==> src/include/ptt_defines.vh <==
// Purpose: constants for the periodic tick timer
// Assumes: 32-bit classic Wishbone, word-aligned byte addresses
// Notes:   register fields are 8 bits wide, upper bus bits read zero
// Function
// RL1: Start bit begins and ends counting
// RL2: Read-only status shows counter actually running
// RL3: Forced stop halts at once, reads zero
// RL4: Edge flag writable, zero means none
// RL5: Underflow flag set by hardware, zero clears
// RL6: Mode field 000 selects interval timer
// RL7: Source field 001 selects clock over eight
// RL8: Source gate bit zero passes the source
// RL9: Software zeroes pin fields in timer mode
// RL10: Software keeps LIN select bit at zero
// RL11: Prescaler counts source, any value 0-255
// RL12: Main counter steps on prescaler underflow
// RL13: Software loads 7Ch and 63h for tick
// RL14: Priority field 000 disables the interrupt
// RL15: Request bit readable, zero write clears it
// RL16: Software stops and polls before reconfiguring
// RL17: Software clears request, starts, polls status
// RL18: Software waits for request, then clears it
// RL19: Application tick period is 5 ms
// RL20: Underflow reloads, sets flag and request
// RL21: Status follows start within few cycles
`ifndef PTT_DEFINES_VH
`define PTT_DEFINES_VH

// ==================================================
// Register byte offsets
`define PTT_OFS_INT_CTL   8'h00
`define PTT_OFS_CTL_STAT  8'h04
`define PTT_OFS_MODE_CFG  8'h08
`define PTT_OFS_PIN_CTL   8'h0c
`define PTT_OFS_PRESCALE  8'h10
`define PTT_OFS_MAIN_CNT  8'h14

// ==================================================
// Control/status bit positions
`define PTT_CS_GO         0
`define PTT_CS_RUNNING    1
`define PTT_CS_HALT       2
`define PTT_CS_EDGE       4
`define PTT_CS_UNDF       5

// ==================================================
// Mode register fields
`define PTT_MD_MODE_LSB   0
`define PTT_MD_SRC_LSB    4
`define PTT_MD_GATE_OFF   7
`define PTT_MODE_TIMER    3'h0
`define PTT_SRC_DIV1      3'h0
`define PTT_SRC_DIV8      3'h1
`define PTT_SRC_DIV2      3'h3

// ==================================================
// Interrupt control fields
`define PTT_IC_LVL_LSB    0
`define PTT_IC_REQ        3
`define PTT_LVL_OFF       3'h0

// ==================================================
// Reset values and timing
`define PTT_RST_BYTE      8'h00
`define PTT_RST_PRESCALE  8'hff
`define PTT_RST_MAIN      8'hff
`define PTT_SYNC_STAGES   2

`endif

==> src/verilog/ptt_timer.v <==
// Purpose: 8-bit prescaler and 8-bit down counter, interval timer mode
// Assumes: one clock, synchronous active-high reset, classic Wishbone
// Notes:   only the interval timer mode counts; other modes hold still
//
// The register offsets and the Wishbone interface to the registers were chosen for this implementation.
`timescale 1ns/100ps
`include "ptt_defines.vh"

module ptt_timer #(
    parameter DIV_W = 5
)
(
    // Clock and reset
    input  wire        clk_i,
    input  wire        rst_i,
    // Wishbone slave
    input  wire        wb_cyc_i,
    input  wire        wb_stb_i,
    input  wire        wb_we_i,
    input  wire [7:0]  wb_adr_i,
    input  wire [3:0]  wb_sel_i,
    input  wire [31:0] wb_dat_i,
    output reg  [31:0] wb_dat_o,
    output reg         wb_ack_o,
    // Timer status
    output reg         tick_o,
    output reg         int_req_o,
    output reg  [2:0]  int_level_o
);

// ==================================================
// Bus decode
wire        acc_go;
wire        wr_go;
wire        lane0;
wire [7:0]  wbyte;
wire        hit_ic;
wire        hit_cs;
wire        hit_md;
wire        hit_pc;
wire        hit_ps;
wire        hit_mc;

assign acc_go = wb_cyc_i & wb_stb_i & ~wb_ack_o;
assign lane0  = wb_sel_i[0];
assign wr_go  = acc_go & wb_we_i & lane0;
assign wbyte  = wb_dat_i[7:0];
assign hit_ic = (wb_adr_i == `PTT_OFS_INT_CTL);
assign hit_cs = (wb_adr_i == `PTT_OFS_CTL_STAT);
assign hit_md = (wb_adr_i == `PTT_OFS_MODE_CFG);
assign hit_pc = (wb_adr_i == `PTT_OFS_PIN_CTL);
assign hit_ps = (wb_adr_i == `PTT_OFS_PRESCALE);
assign hit_mc = (wb_adr_i == `PTT_OFS_MAIN_CNT);

wire wr_ic;
wire wr_cs;
wire wr_md;
wire wr_pc;
wire wr_ps;
wire wr_mc;

assign wr_ic = wr_go & hit_ic;
assign wr_cs = wr_go & hit_cs;
assign wr_md = wr_go & hit_md;
assign wr_pc = wr_go & hit_pc;
assign wr_ps = wr_go & hit_ps;
assign wr_mc = wr_go & hit_mc;

// ==================================================
// Register state
reg         count_go_r;
reg         edge_seen_flag_r;
reg         underflow_flag_r;
reg  [2:0]  op_mode_r;
reg  [2:0]  source_sel_r;
reg         source_gate_off_r;
reg  [7:0]  pin_ctl_r;
reg  [2:0]  priority_r;
reg         request_pending_r;
reg  [7:0]  pre_reload_r;
reg  [7:0]  main_reload_r;
reg  [7:0]  pre_cnt_r;
reg  [7:0]  main_cnt_r;
reg  [`PTT_SYNC_STAGES-1:0] go_sync_r;
reg         counting_flag_r;
reg  [DIV_W-1:0] div_r;

wire halt_wr;
assign halt_wr = wr_cs & wbyte[`PTT_CS_HALT];

// ==================================================
// Count source selection
reg src_tick;

always @*
begin
    case (source_sel_r)
        `PTT_SRC_DIV1: src_tick = 1'b1;
        `PTT_SRC_DIV8: src_tick = (div_r[2:0] == 3'h7);  // see RL7
        `PTT_SRC_DIV2: src_tick = div_r[0];
        default:       src_tick = (div_r == {DIV_W{1'b1}});
    endcase
end

always @(posedge clk_i)
begin
    if (rst_i)
    begin
        div_r <= {DIV_W{1'b0}};
    end
    else
    begin
        div_r <= div_r + {{(DIV_W-1){1'b0}}, 1'b1};
    end
end

// Counting needs the start, the synchronised status, timer mode and an open gate
wire count_en;
assign count_en = counting_flag_r & count_go_r                  // see RL1
                & (op_mode_r == `PTT_MODE_TIMER)                 // see RL6
                & ~source_gate_off_r                             // see RL8
                & src_tick;

wire pre_zero;
wire main_zero;
wire pre_undf;
wire main_undf;

assign pre_zero  = (pre_cnt_r == 8'h00);
assign main_zero = (main_cnt_r == 8'h00);
assign pre_undf  = count_en & pre_zero;
assign main_undf = pre_undf & main_zero;

// ==================================================
// Start bit, forced stop and status flag
always @(posedge clk_i)
begin
    if (rst_i)
    begin
        count_go_r      <= 1'b0;
        go_sync_r       <= {`PTT_SYNC_STAGES{1'b0}};
        counting_flag_r <= 1'b0;
    end
    else if (halt_wr)
    begin
        // Forced stop wins over a start written in the same byte
        count_go_r      <= 1'b0;                                 // see RL3
        go_sync_r       <= {`PTT_SYNC_STAGES{1'b0}};
        counting_flag_r <= 1'b0;
    end
    else
    begin
        if (wr_cs)
        begin
            count_go_r <= wbyte[`PTT_CS_GO];                     // see RL1
        end
        // Short fixed delay keeps software polling loops bounded
        go_sync_r       <= {go_sync_r[`PTT_SYNC_STAGES-2:0], count_go_r};
        counting_flag_r <= go_sync_r[`PTT_SYNC_STAGES-1]        // see RL21
                         & count_go_r;                           // see RL2
    end
end

// ==================================================
// Prescaler and main counter
always @(posedge clk_i)
begin
    if (rst_i)
    begin
        pre_reload_r  <= `PTT_RST_PRESCALE;
        main_reload_r <= `PTT_RST_MAIN;
        pre_cnt_r     <= `PTT_RST_PRESCALE;
        main_cnt_r    <= `PTT_RST_MAIN;
    end
    else
    begin
        if (wr_ps)
        begin
            pre_reload_r <= wbyte;                               // see RL11
        end
        if (wr_mc)
        begin
            main_reload_r <= wbyte;                              // see RL12
        end

        if (halt_wr)
        begin
            pre_cnt_r  <= pre_reload_r;
            main_cnt_r <= main_reload_r;
        end
        else if (wr_ps & ~counting_flag_r)
        begin
            // While stopped a write lands in the counter directly
            pre_cnt_r <= wbyte;
        end
        else if (main_undf)
        begin
            pre_cnt_r <= pre_reload_r;                           // see RL20
        end
        else if (pre_undf)
        begin
            pre_cnt_r <= pre_reload_r;
        end
        else if (count_en)
        begin
            pre_cnt_r <= pre_cnt_r - 8'h01;                      // see RL11
        end

        if (!halt_wr)
        begin
            if (wr_mc & ~counting_flag_r)
            begin
                main_cnt_r <= wbyte;
            end
            else if (main_undf)
            begin
                main_cnt_r <= main_reload_r;                     // see RL20
            end
            else if (pre_undf)
            begin
                main_cnt_r <= main_cnt_r - 8'h01;                // see RL12
            end
        end
    end
end

// ==================================================
// Flags: a hardware set wins over a software clear
always @(posedge clk_i)
begin
    if (rst_i)
    begin
        underflow_flag_r  <= 1'b0;
        edge_seen_flag_r  <= 1'b0;
        request_pending_r <= 1'b0;
    end
    else
    begin
        if (main_undf)
        begin
            underflow_flag_r <= 1'b1;                            // see RL20
        end
        else if (wr_cs & ~wbyte[`PTT_CS_UNDF])
        begin
            underflow_flag_r <= 1'b0;                            // see RL5
        end

        // No edge source exists in timer mode, so the flag only clears
        if (wr_cs & ~wbyte[`PTT_CS_EDGE])
        begin
            edge_seen_flag_r <= 1'b0;                            // see RL4
        end

        if (main_undf)
        begin
            request_pending_r <= 1'b1;                           // see RL20
        end
        else if (wr_ic & ~wbyte[`PTT_IC_REQ])
        begin
            request_pending_r <= 1'b0;                           // see RL15
        end
    end
end

// ==================================================
// Plain configuration registers
always @(posedge clk_i)
begin
    if (rst_i)
    begin
        op_mode_r         <= `PTT_MODE_TIMER;
        source_sel_r      <= `PTT_SRC_DIV1;
        source_gate_off_r <= 1'b0;
        pin_ctl_r         <= `PTT_RST_BYTE;
        priority_r        <= `PTT_LVL_OFF;
    end
    else
    begin
        if (wr_md)
        begin
            op_mode_r         <= wbyte[`PTT_MD_MODE_LSB +: 3];   // see RL6
            source_sel_r      <= wbyte[`PTT_MD_SRC_LSB +: 3];    // see RL7
            source_gate_off_r <= wbyte[`PTT_MD_GATE_OFF];        // see RL8
        end
        if (wr_pc)
        begin
            pin_ctl_r <= wbyte;
        end
        if (wr_ic)
        begin
            priority_r <= wbyte[`PTT_IC_LVL_LSB +: 3];           // see RL14
        end
    end
end

// ==================================================
// Read mux
reg [7:0] rd_byte;

always @*
begin
    rd_byte = 8'h00;
    if (hit_ic)
    begin
        rd_byte = {4'h0, request_pending_r, priority_r};
    end
    else if (hit_cs)
    begin
        // Forced-stop bit always reads zero
        rd_byte = {2'b00, underflow_flag_r, edge_seen_flag_r,
                   2'b00, counting_flag_r, count_go_r};
    end
    else if (hit_md)
    begin
        rd_byte = {source_gate_off_r, source_sel_r, 1'b0, op_mode_r};
    end
    else if (hit_pc)
    begin
        rd_byte = pin_ctl_r;
    end
    else if (hit_ps)
    begin
        rd_byte = pre_cnt_r;
    end
    else if (hit_mc)
    begin
        rd_byte = main_cnt_r;
    end
end

// ==================================================
// Bus answer and status outputs
always @(posedge clk_i)
begin
    if (rst_i)
    begin
        wb_ack_o    <= 1'b0;
        wb_dat_o    <= 32'h0000_0000;
        tick_o      <= 1'b0;
        int_req_o   <= 1'b0;
        int_level_o <= `PTT_LVL_OFF;
    end
    else
    begin
        // Every address answers; unmapped reads give zero
        wb_ack_o <= acc_go;
        if (acc_go & ~wb_we_i)
        begin
            wb_dat_o <= {24'h00_0000, rd_byte};
        end
        tick_o      <= main_undf;
        // Level zero keeps the request off the line
        int_req_o   <= request_pending_r
                     & (priority_r != `PTT_LVL_OFF);             // see RL14
        int_level_o <= priority_r;
    end
end

endmodule
==> config.mk <==
export PLATFORM = sky130hd
export DESIGN_NAME = ptt_timer
export DESIGN_NICKNAME = d
export VERILOG_FILES = /design/src/verilog/ptt_timer.v
export VERILOG_INCLUDE_DIRS = /design/src /design/src/include
export SDC_FILE = /design/constraint.sdc
export NUM_CORES = 1
export LEC_CHECK = 0
export BUFFER_PORTS_ARGS = -buffer_cell sky130_fd_sc_hd__buf_2
export CORE_MARGIN = 5
export CORE_UTILIZATION = 43
export CTS_BUF_LIST = sky130_fd_sc_hd__clkbuf_8
export DETAILED_ROUTE_END_ITERATION = 7
export PLACE_DENSITY = 0.65
export SLEW_MARGIN = 20
export SYNTH_ARGS = -nofsm -noshare
export SYNTH_HDL_FRONTEND = slang
export SYNTH_SLANG_ARGS = --single-unit
==> constraint.sdc <==
create_clock -name clk_i -period 2.62 [get_ports clk_i]
set_input_delay 0.524 -clock clk_i [delete_from_list [all_inputs] [get_ports clk_i]]
set_output_delay 0.524 -clock clk_i [all_outputs]
set_load 0.01 [all_outputs]
# ---- After elaboration in Yosys (flattened, before gate mapping)
# Index checks and enable logic that the tools add are counted.
dict set report totals {
  ff_bits 75
  latch_bits 0
  ram_bits 0
  romBits 0
  inputBits 49
  output_inout_bits 38
  elab_cells 93
  mem_count 0
}
dict set report classes {
  addsub 3
  multipliers 0
  div 0
  n_lt_le_gt_ge 0
  eq_ne 9
  n_shift 0
  mux 21
  n_bitwise 30
  reduce_logical 10
}
# operator n
set ops {}
lappend ops {{$mux 8} 16}
lappend ops {{$and 1x1->1} 24}
lappend ops {{$logic_not 8->1} 3}
lappend ops {{$eq 8x4->1 const B} 2}
lappend ops {{$eq 8x5->1 const B} 2}
lappend ops {{$sub 8x1->8 const B} 2}
lappend ops {{$eq 8x3->1 const B} 1}
lappend ops {{$logic_not 3->1} 2}
lappend ops {{$not 1->1} 6}
lappend ops {{$add 5x1->5 const B} 1}
lappend ops {{$eq 5x5->1 const B} 1}
lappend ops {{$reduce_bool 5->1} 1}
lappend ops {{$mux 1} 4}
lappend ops {{$reduce_bool 2->1} 2}
lappend ops {{$eq 3x1->1 const B} 1}
lappend ops {{$eq 3x2->1 const B} 1}
lappend ops {{$eq 3x3->1 const B} 1}
lappend ops {{$pmux 1 s3} 1}
lappend ops {{$reduce_bool 3->1} 1}
lappend ops {{$reduce_or 2->1} 1}

# ---- Longest topological paths before layout
# Gate-level depths: netlist of run 1.
dict set report logic_depth {
  depth_word 11
  ltp_mapped 10
  depth_no_buf 8
}

# ---- Least setup slack after synthesis of run 1
# No wires, ideal clock.
dict set report synth_path {
  path_kind {in2reg}
  start {input wb_adr_i[2]}
  end {register pre_cnt_r[1]}
  setup_ns 0.122
  t_arrival_ns 2.289
  required_ns 2.498
  path_slack_ns 0.209
  stages 7
  path_buffers 2
  cell_sequence {buf_2 -> or4_1 -> or3_4 -> a21oi_4 -> nor2_2 -> buf_6 -> a221o_1}
}
dict set report synth_between {
  elab_chain_cells 5
  elab_cells_between_ends 9
  cone_classes {eq/ne: 2; mux: 2; bitwise: 4; reduce/logical: 1}
}
# item line_no
set synth_lines {}
lappend synth_lines {{start, declared} ptt_timer.v:20} ;# input wire [7:0] wb_adr_i,
lappend synth_lines {{$eq 8x5->1 (no source line)} -}
lappend synth_lines {{$and 1x1->1} ptt_timer.v:66} ;# assign wr_ps = wr_go & hit_ps;
lappend synth_lines {{$and 1x1->1} ptt_timer.v:191} ;# else if (wr_ps & ~counting_flag_r)
lappend synth_lines {{$mux 8} ptt_timer.v:191}
lappend synth_lines {{$mux 8} ptt_timer.v:186} ;# if (halt_wr)
lappend synth_lines {{end signal, assigned} ptt_timer.v:188} ;# pre_cnt_r <= pre_reload_r;
lappend synth_lines {{end signal, assigned} ptt_timer.v:194} ;# pre_cnt_r <= wbyte;
lappend synth_lines {{end signal, assigned} ptt_timer.v:198} ;# pre_cnt_r <= pre_reload_r;
lappend synth_lines {{end, declared} ptt_timer.v:82} ;# reg [7:0] pre_cnt_r;
# Parallel ways exist; a longest one is shown, timed or not.
# A chain may end at the register's enable or synchronous reset.

# ---- Worst setup path after layout of run 1
dict set report layout_path {
  start {register pre_cnt_r[0]}
  end {register main_cnt_r[0]}
}
dict set report layout_between {
  elab_chain_cells 6
  elab_cells_between_ends 7
  cone_classes {mux: 4; bitwise: 2; reduce/logical: 1}
}
# item line_no
set layout_lines {}
lappend layout_lines {{start signal, assigned} ptt_timer.v:172} ;# pre_cnt_r <= `PTT_RST_PRESCALE;
lappend layout_lines {{start signal, assigned} ptt_timer.v:188}
lappend layout_lines {{start signal, assigned} ptt_timer.v:194}
lappend layout_lines {{$logic_not 8->1 *} ptt_timer.v:129} ;# assign pre_zero = (pre_cnt_r == 8'h00);
lappend layout_lines {{$and 1x1->1 *} ptt_timer.v:131} ;# assign pre_undf = count_en & pre_zero;
lappend layout_lines {{$mux 8 / $and 1x1->1 (equally long branches)} {ptt_timer.v:219, ptt_timer.v:132}}
lappend layout_lines {{$mux 8 *} ptt_timer.v:215} ;# else if (main_undf)
lappend layout_lines {{$mux 8 *} ptt_timer.v:211} ;# if (wr_mc & ~counting_flag_r)
lappend layout_lines {{$mux 8 *} ptt_timer.v:209} ;# if (!halt_wr)
lappend layout_lines {{end signal, assigned} ptt_timer.v:213} ;# main_cnt_r <= wbyte;
lappend layout_lines {{end signal, assigned} ptt_timer.v:217} ;# main_cnt_r <= main_reload_r;
lappend layout_lines {{end signal, assigned} ptt_timer.v:221} ;# main_cnt_r <= main_cnt_r - 8'h01;
lappend layout_lines {{end, declared} ptt_timer.v:83} ;# reg [7:0] main_cnt_r;
# Every way passes the cells marked *; elsewhere a longest branch is shown, timed or not.

==> results.md, run 1 <==
- Post-synthesis adder-cell area fraction: 2.128%
- Final min period: 2.445 ns
- Layout Area Growth over Synthesis: 14.08%
- Syn Std Cell Area: 0.004115 mm^2
- LEAKAGE: 1.851 nW
- Register share of total power: 51.3%
- GRT Resource Usage Total: 20.27%
- DP HPWL: 8608 um
- Die footprint: 0.01163 mm^2
- Hold-critical path endpoint: counting_flag_r$_SDFF_PP0_
- Post-synthesis simple-gate area fraction: 24.14%
- Register area share after synthesis: 36.49%
- Vias post-DR: 3,777
- Hold path start: go_sync_r[1]$_SDFF_PP0_
- Starting density of the core: 44.33%
- Synth top area share: 36.49%
- Area of the multi-input gates: 0.002351 mm^2
- Crit Path Max Fanout: 8
- Reg clk slew, reported paths: 0.08 ns
- Slew Viols, Final: 0
- IO Pins: 87
- Final WL: 11,620 um
- Unique masters post-synth: 72
- # H-tree levels: 3
- Worst Clk Skew: 0.009032 ns
- Initial DRC Count: 239
- Core Box Area: 0.009284 mm^2
- Die W: 107.8 um
- Hold-critical path depth: 1
- Prevailing post-synth register cell: dfxtp_1
- Most common cell in the netlist: dfxtp_1
- Antenna violations before repair: 0
- RR Endpoint: main_cnt_r[0]$_SDFF_PP1_
- Asr flop ratio synth: 0%
- Number of synthesis warnings: 0
- Share of layout cells above drive strength 1: 18.74%
- Final non-filler cell total: 668
- Post-route DRC: 0
- Antenna cells: 0
- Clk buf depth: 2
- Worst EP arrival: 2.70 ns
- R2R cell count: 8
- Post-synth EDFFs: 0
- Clock power share: 41.4%
- GRT overflow: 0
- # port buffers: 35
- Vias in the first global route: 3,557
- Post-route clock period utilization: 93.34%
- Compound-Gate Fraction of Synth Area: 19.09%
- Die height: 107.8 um
- CTS-repair resized insts: 0
- FF+latch area: 0.001501 mm^2
- Routed length per instance: 17.39 um
- Hold-fix buffers, CTS: 0
- Sw frac: 25.74%
- P_int: 1.669 mW
- Final #Nets: 590
- Clk_lat worst skew: 0.36 ns
- TritonCTS Buffers: 9
- Reg-to-reg slack, setup: 0.17 ns
- Via density: 5.654
- Synth area leaders: dfxtp_1 36%, mux2i_1 8.5%, nor2_1 5.6%
- Setup violators final: 0
- Gpl congestion: 0.9222
- Worst EP required: 2.87 ns
- Outcome: complete, no violations
- Pin slew with the least headroom to its limit: 0.5395 ns
- Final Hold Violating Endpoints: 0
- CTS tree: yes
- Max Cap Violations: 0
- Synthesis-stage register bit count: 75
- Largest net degree at the start of global routing: 34
- Fmax: 408.9 MHz
- # rows: 35
- Setup bufs post-CTS: 0
- Cells after DPL: 652
- Largest family of logic cells by synthesized area: simple AND/OR/NAND/NOR gates
- Reg2reg start: pre_cnt_r[0]$_SDFFE_PP1P_
- Pwr Density: 478.6 mW/mm^2
- RSZ-0062 raised after global routing: no
- Fill cell count: 914
- Post-synth top cells: 75 x dfxtp_1, 61 x nor2_1, 44 x nand2_1
- Slew headroom: 63.58%
- Maximum VDD drop: 0.3155 mV
- Post-DRT Antenna Nets: 0
- Worst min path class: flop to flop
- First-pass GRT wire length: 18,340 um
- Cells after Synth: 480
- CTS sink cnt: 75
- Logic pwr share: 7.3%
- Clock root buffer: clkbuf_8
- Net Sw Power: 578.2 uW
- Pre-antenna DRT Iters: 5
- Synth area leader: dfxtp_1
- Post-synthesis xor/xnor area fraction: 1.064%
- Mean post-synth cell area: 8.573 um^2
- WS Path Type: flop to flop
- Critical path endpoint category: flop
- Post-synthesis mux area share: 8.513%
- Final setup TNS: 0 ns
- CP Launch Type: flop
-- power groups by stage --
stage	clock [mW]	combinational [mW]	sequential, mW
2_1_floorplan	0	0.112	1.18
3_3_place_gp	0	0.157	1.18
3_5_place_dp	0	0.159	1.18
4_1_cts	0.952	0.160	1.15
5_1_grt	1.00	0.177	1.15
6_report	0.931	0.164	1.15
-- routing by layer --
layer  vias up  track usage [%]  routed length, um
li1       1805                -                  -
met1      1815            27.28               5180
met2       142            32.86               5468
met3        15            3.719                821
met4         0            6.222                148
met5         -                0                  0
-- worst max-delay path: stages, from the launching register on --
cell,delay [ns]
dfxtp_1,0.32
inv_1,0.11
ha_1,0.19
or3b_2,0.48
nor4_4,0.26
and3_1,0.43
a21boi_1,0.13
or3_1,0.32
o21a_1,0.11
-- stage by stage --
step / hold WS (ns) / util, % / area, um^2 / setup slack, ns / total power [mW]
finish: 0.4312 / 50.57 / 4695 / 0.1746 / 2.247
global route: 0.4468 / 50.57 / 4695 / 0.03192 / 2.332
CTS: 0.4326 / 50.57 / 4695 / 0.1956 / 2.264
detailed placement: 0.4128 / 48.32 / 4486 / 0.02344 / 1.338
global placement: 0.4232 / 48.32 / 4486 / 0.07619 / 1.335
floorplan: 0.4057 / - / 4202 / 0.2095 / 1.293
-- cell usage in the layout (no fill, tap or decap), types with 6 or more instances in the layout --
cell type | synthesis | layout
a21oi_1 | 24 | 24
a221o_1 | 7 | 7
a22oi_1 | 8 | 8
and3_1 | 7 | 7
buf_2 | 3 | 35
buf_4 | 26 | 34
clkbuf_8 | 0 | 10
conb_1 | 1 | 24
dfxtp_1 | 75 | 75
ha_1 | 7 | 7
inv_1 | 11 | 11
mux2i_1 | 35 | 35
nand2_1 | 44 | 44
nand3_1 | 13 | 13
nor2_1 | 61 | 61
nor2b_1 | 6 | 6
nor3_1 | 9 | 9
o21ai_0 | 18 | 18
o22ai_1 | 6 | 6
-- logic make-up after synthesis --
family / count (synthesis)
AO/OA/AOI/OAI: 114
XOR/XNOR: 5
adder cells (fa/ha/maj): 7
buffers and inverters: 60
flip-flops: 75
multiplexers: 35
other: 1
AND/OR/NAND/NOR: 183
-- registers in the layout, summed over array words and instances, names as in the netlist --
| register | flops |
|---|---|
| main_cnt_r | 8 |
| main_reload_r | 8 |
| pin_ctl_r | 8 |
| pre_cnt_r | 8 |
| pre_reload_r | 8 |
| wb_dat_o | 8 |
| div_r | 5 |
| int_level_o | 3 |
| op_mode_r | 3 |
| priority_r | 3 |
| source_sel_r | 3 |
| go_sync_r | 2 |
| count_go_r | 1 |
| counting_flag_r | 1 |
| int_req_o | 1 |
| request_pending_r | 1 |
| source_gate_off_r | 1 |
| tick_o | 1 |
| underflow_flag_r | 1 |
| wb_ack_o | 1 |
-- worst max path at each step --
stage | end | start | cells after the start
3_5_place_dp | pre_cnt_r[5]$_SDFFE_PP1P_ | wb_adr_i[5] | 6
4_1_cts | main_cnt_r[0]$_SDFF_PP1_ | pre_cnt_r[0]$_SDFFE_PP1P_ | 8
2_1_floorplan | pre_cnt_r[1]$_SDFFE_PP1P_ | wb_adr_i[2] | 7
6_report | main_cnt_r[0]$_SDFF_PP1_ | pre_cnt_r[0]$_SDFFE_PP1P_ | 8
5_1_grt | main_cnt_r[0]$_SDFF_PP1_ | pre_cnt_r[1]$_SDFFE_PP1P_ | 8
3_3_place_gp | pre_cnt_r[6]$_SDFFE_PP1P_ | wb_adr_i[5] | 6
-- final cells by class --
class	instances	share of cell area, %
Timing Repair Buffer	69	9.168
Inverter	11	0.8795
Clock inverter	6	1.519
Clock buffer	10	2.932
Multi-Input combinational cell	368	50.08
Tap cell	129	3.438
Sequential cell	75	31.98
Power figures use the tool's default switching activity.
==> run 2, diff against run 1 <==
--- a/config.mk
+++ b/config.mk
@@ -11,7 +11,7 @@
 export CORE_UTILIZATION = 43
 export CTS_BUF_LIST = sky130_fd_sc_hd__clkbuf_8
 export DETAILED_ROUTE_END_ITERATION = 7
-export PLACE_DENSITY = 0.65
+export PLACE_DENSITY_LB_ADDON = 0.05
 export SLEW_MARGIN = 20
 export SYNTH_ARGS = -nofsm -noshare
 export SYNTH_HDL_FRONTEND = slang
==> run 2 against run 1 <==
  * Sequential power about the same
  * Clock skew decreased by 0.0020 ns
  * Worst hold slack got worse by 0.00065 ns
  * Wire length increased by 1.7%
  * Combinational power about the same
  * Clock power decreased by 1%
  * Core utilization increased by 0.49 points
  * Flip-flop and latch count unchanged
  * Die area unchanged
  * First-iteration DRC count decreased by 23%
  * Fmax increased by 1.3%
  * Clock-buffer cell count decreased by 1
  * Critical path type unchanged
==> results.md, run 2 (same netlist as run 1, synthesis figures left out) <==
- Vias post-DR: 3,780 (+0.079%)
- GRT Resource Usage Total: 20.85% (+0.58 points)
- Most frequent cells in the layout: 75 x dfxtp_1, 61 x nor2_1, 44 x nand2_1
- Hold path start: go_sync_r[1]$_SDFF_PP0_
- Reg-to-reg slack, setup: 0.21 ns (+0.03 ns)
- Vias in the first global route: 3,520 (-1.0%)
- GR peak layer: met2
- Core Box Area: 0.009284 mm^2 (unchanged)
- Die footprint: 0.01163 mm^2 (unchanged)
- Slew Viols, Final: 0 (unchanged)
- Outcome: complete, no violations
- RR Endpoint: pre_cnt_r[2]$_SDFFE_PP1P_
- Met3 Use GR: 4.559% (+0.84 points)
- DP HPWL: 8776 um (+2.0%)
- Clk_lat worst skew: 0.36 ns (about the same)
- Cells after DPL: 655 (+0.46%)
- CTS tree: yes
- Reg clk slew, reported paths: 0.09 ns (about the same)
- CTS sink cnt: 75 (unchanged)
- Initial DRC Count: 184 (-23%)
- Reg2reg start: pre_cnt_r[1]$_SDFFE_PP1P_
- Via density: 5.633 (-0.37%)
- Clock root buffer: clkbuf_8
- Pwr Density: 472.0 mW/mm^2 (-1.4%)
- CTS-repair resized insts: 0 (unchanged)
- Worst EP arrival: 2.66 ns (-0.04 ns)
- # rows: 35 (unchanged)
- Met1 Use GR: 27.70% (+0.42 points)
- Crit Path Max Fanout: 7 (-1)
- Maximum VDD drop: 0.2271 mV (-28%)
- Worst min path class: flop to flop
- Final Hold Violating Endpoints: 0 (unchanged)
- Hold-fix buffers, CTS: 0 (unchanged)
- Setup violators final: 0 (unchanged)
- Antenna violations before repair: 0 (unchanged)
- # port buffers: 35 (unchanged)
- First-pass GRT wire length: 18,930 um (+3.2%)
- Setup bufs post-CTS: 0 (unchanged)
- Core Util, Final: 51.05% (+0.49 points)
- Antenna cells: 0 (unchanged)
- CP startpoint: pre_cnt_r[1]$_SDFFE_PP1P_
- Fmax: 414.4 MHz (+1.3%)
- Final setup TNS: 0 ns (unchanged)
- Final non-filler cell total: 671 (+0.45%)
- TritonCTS Buffers: 9 (unchanged)
- # H-tree levels: 3 (unchanged)
- Pre-antenna DRT Iters: 5 (unchanged)
- LEAKAGE: 1.866 nW (+0.82%)
- IO Pins: 87 (unchanged)
- Layout Area Growth over Synthesis: 15.17%
- Final #Nets: 593 (+0.51%)
- Die height: 107.8 um (unchanged)
- Post-route DRC: 0 (unchanged)
- Hold-critical path depth: 1 (unchanged)
- DP Area: 0.004533 mm^2 (+1.1%)
- Pin slew with the least headroom to its limit: 0.5030 ns (-0.03647 ns)
- Final Cell Area: 0.004740 mm^2 (+0.96%)
- Die W: 107.8 um (unchanged)
- Post-route clock period utilization: 92.10% (-1.2 points)
- Hold-critical path endpoint: counting_flag_r$_SDFF_PP0_
- Critical path endpoint category: flop
- Largest net degree at the start of global routing: 40 (+18%)
- RSZ-0062 raised after global routing: no
- Met2 Use GR: 34.55% (+1.7 points)
- Worst Clk Skew: 0.007025 ns (-0.002006 ns)
- Clk buf depth: 2 (unchanged)
- R2R cell count: 9 (+1)
- Share of layout cells above drive strength 1: 19.37% (+0.63 points)
- GRT overflow: 0 (unchanged)
- WS Path Type: flop to flop
- Worst EP required: 2.87 ns (about the same)
- Slew headroom: 66.04% (+2.5 points)
- CP Launch Type: flop
- Starting density of the core: 44.33% (unchanged)
- Gpl congestion: 0.9536 (+3.4%)
- Final WL: 11,810 um (+1.7%)
- Final min period: 2.413 ns (-0.03229 ns)
- Commonest non-fill, non-tap cell in the layout: dfxtp_1
- Max Cap Violations: 0 (unchanged)
- Post-DRT Antenna Nets: 0 (unchanged)
- Total power: 2.237 mW (-0.44%)
- Routed length per instance: 17.61 um (+1.2%)
run 2: changes by cell type in the layout (fill, tap and decap cells not counted), sizes merged:
cell    delta
clkbuf     -1
buf        +3
inv        -1
clkinv     +2
run 2: layout make-up:
class | count | area, um^2
flip-flops and latches | 75 | 1501
clock inverters | 7 | 76.32
clock buffers | 9 | 123.9
fillers | 940 | 4544
repair buffers | 72 | 478.0
well taps | 129 | 161.4
inverters | 11 | 41.29
multi-input cells | 368 | 2357
run 2: per-layer routing:
metal	vias to the layer above	routed length [um]
met1	1821	5335
met5	-	0
li1	1814	-
met4	0	200
met3	16	668
met2	129	5609
run 2: critical path, cell delays in order (launching register included):
cell and delay, ns:
dfxtp_1 0.32, inv_1 0.10, ha_1 0.19, or3b_2 0.48, nor4_4 0.26, nand3_2 0.24, buf_4 0.22, mux2i_1 0.12
o21ai_0 0.09, a221o_1 0.29
run 2: where the power goes:
part / switching (mW) / internal, mW / total [mW] / leakage (nW)
sequential: 0.00489 / 1.15 / 1.15 / 0.607
combinational: 0.115 / 0.0487 / 0.164 / 1.16
clock: 0.476 / 0.445 / 0.921 / 0.0958
run 2: worst max path at each step:
stage                                     end  slack, ns
floorplan           pre_cnt_r[1]$_SDFFE_PP1P_       0.21
global placement    pre_cnt_r[0]$_SDFFE_PP1P_       0.06
detailed placement  pre_cnt_r[0]$_SDFFE_PP1P_       0.02
CTS                 pre_cnt_r[0]$_SDFFE_PP1P_       0.14
global route         main_cnt_r[3]$_SDFF_PP1_       0.01
finish              pre_cnt_r[2]$_SDFFE_PP1P_       0.21
run 2: per-stage QoR:
| stage | setup WS (ns) | hold WS, ns |
|---|---|---|
| after floorplan | 0.2095 | 0.4057 |
| after detailed placement | 0.02271 | 0.4151 |
| after global routing | 0.01126 | 0.4562 |
| after CTS | 0.1428 | 0.4299 |
| after global placement | 0.06006 | 0.4126 |
| final | 0.2069 | 0.4306 |
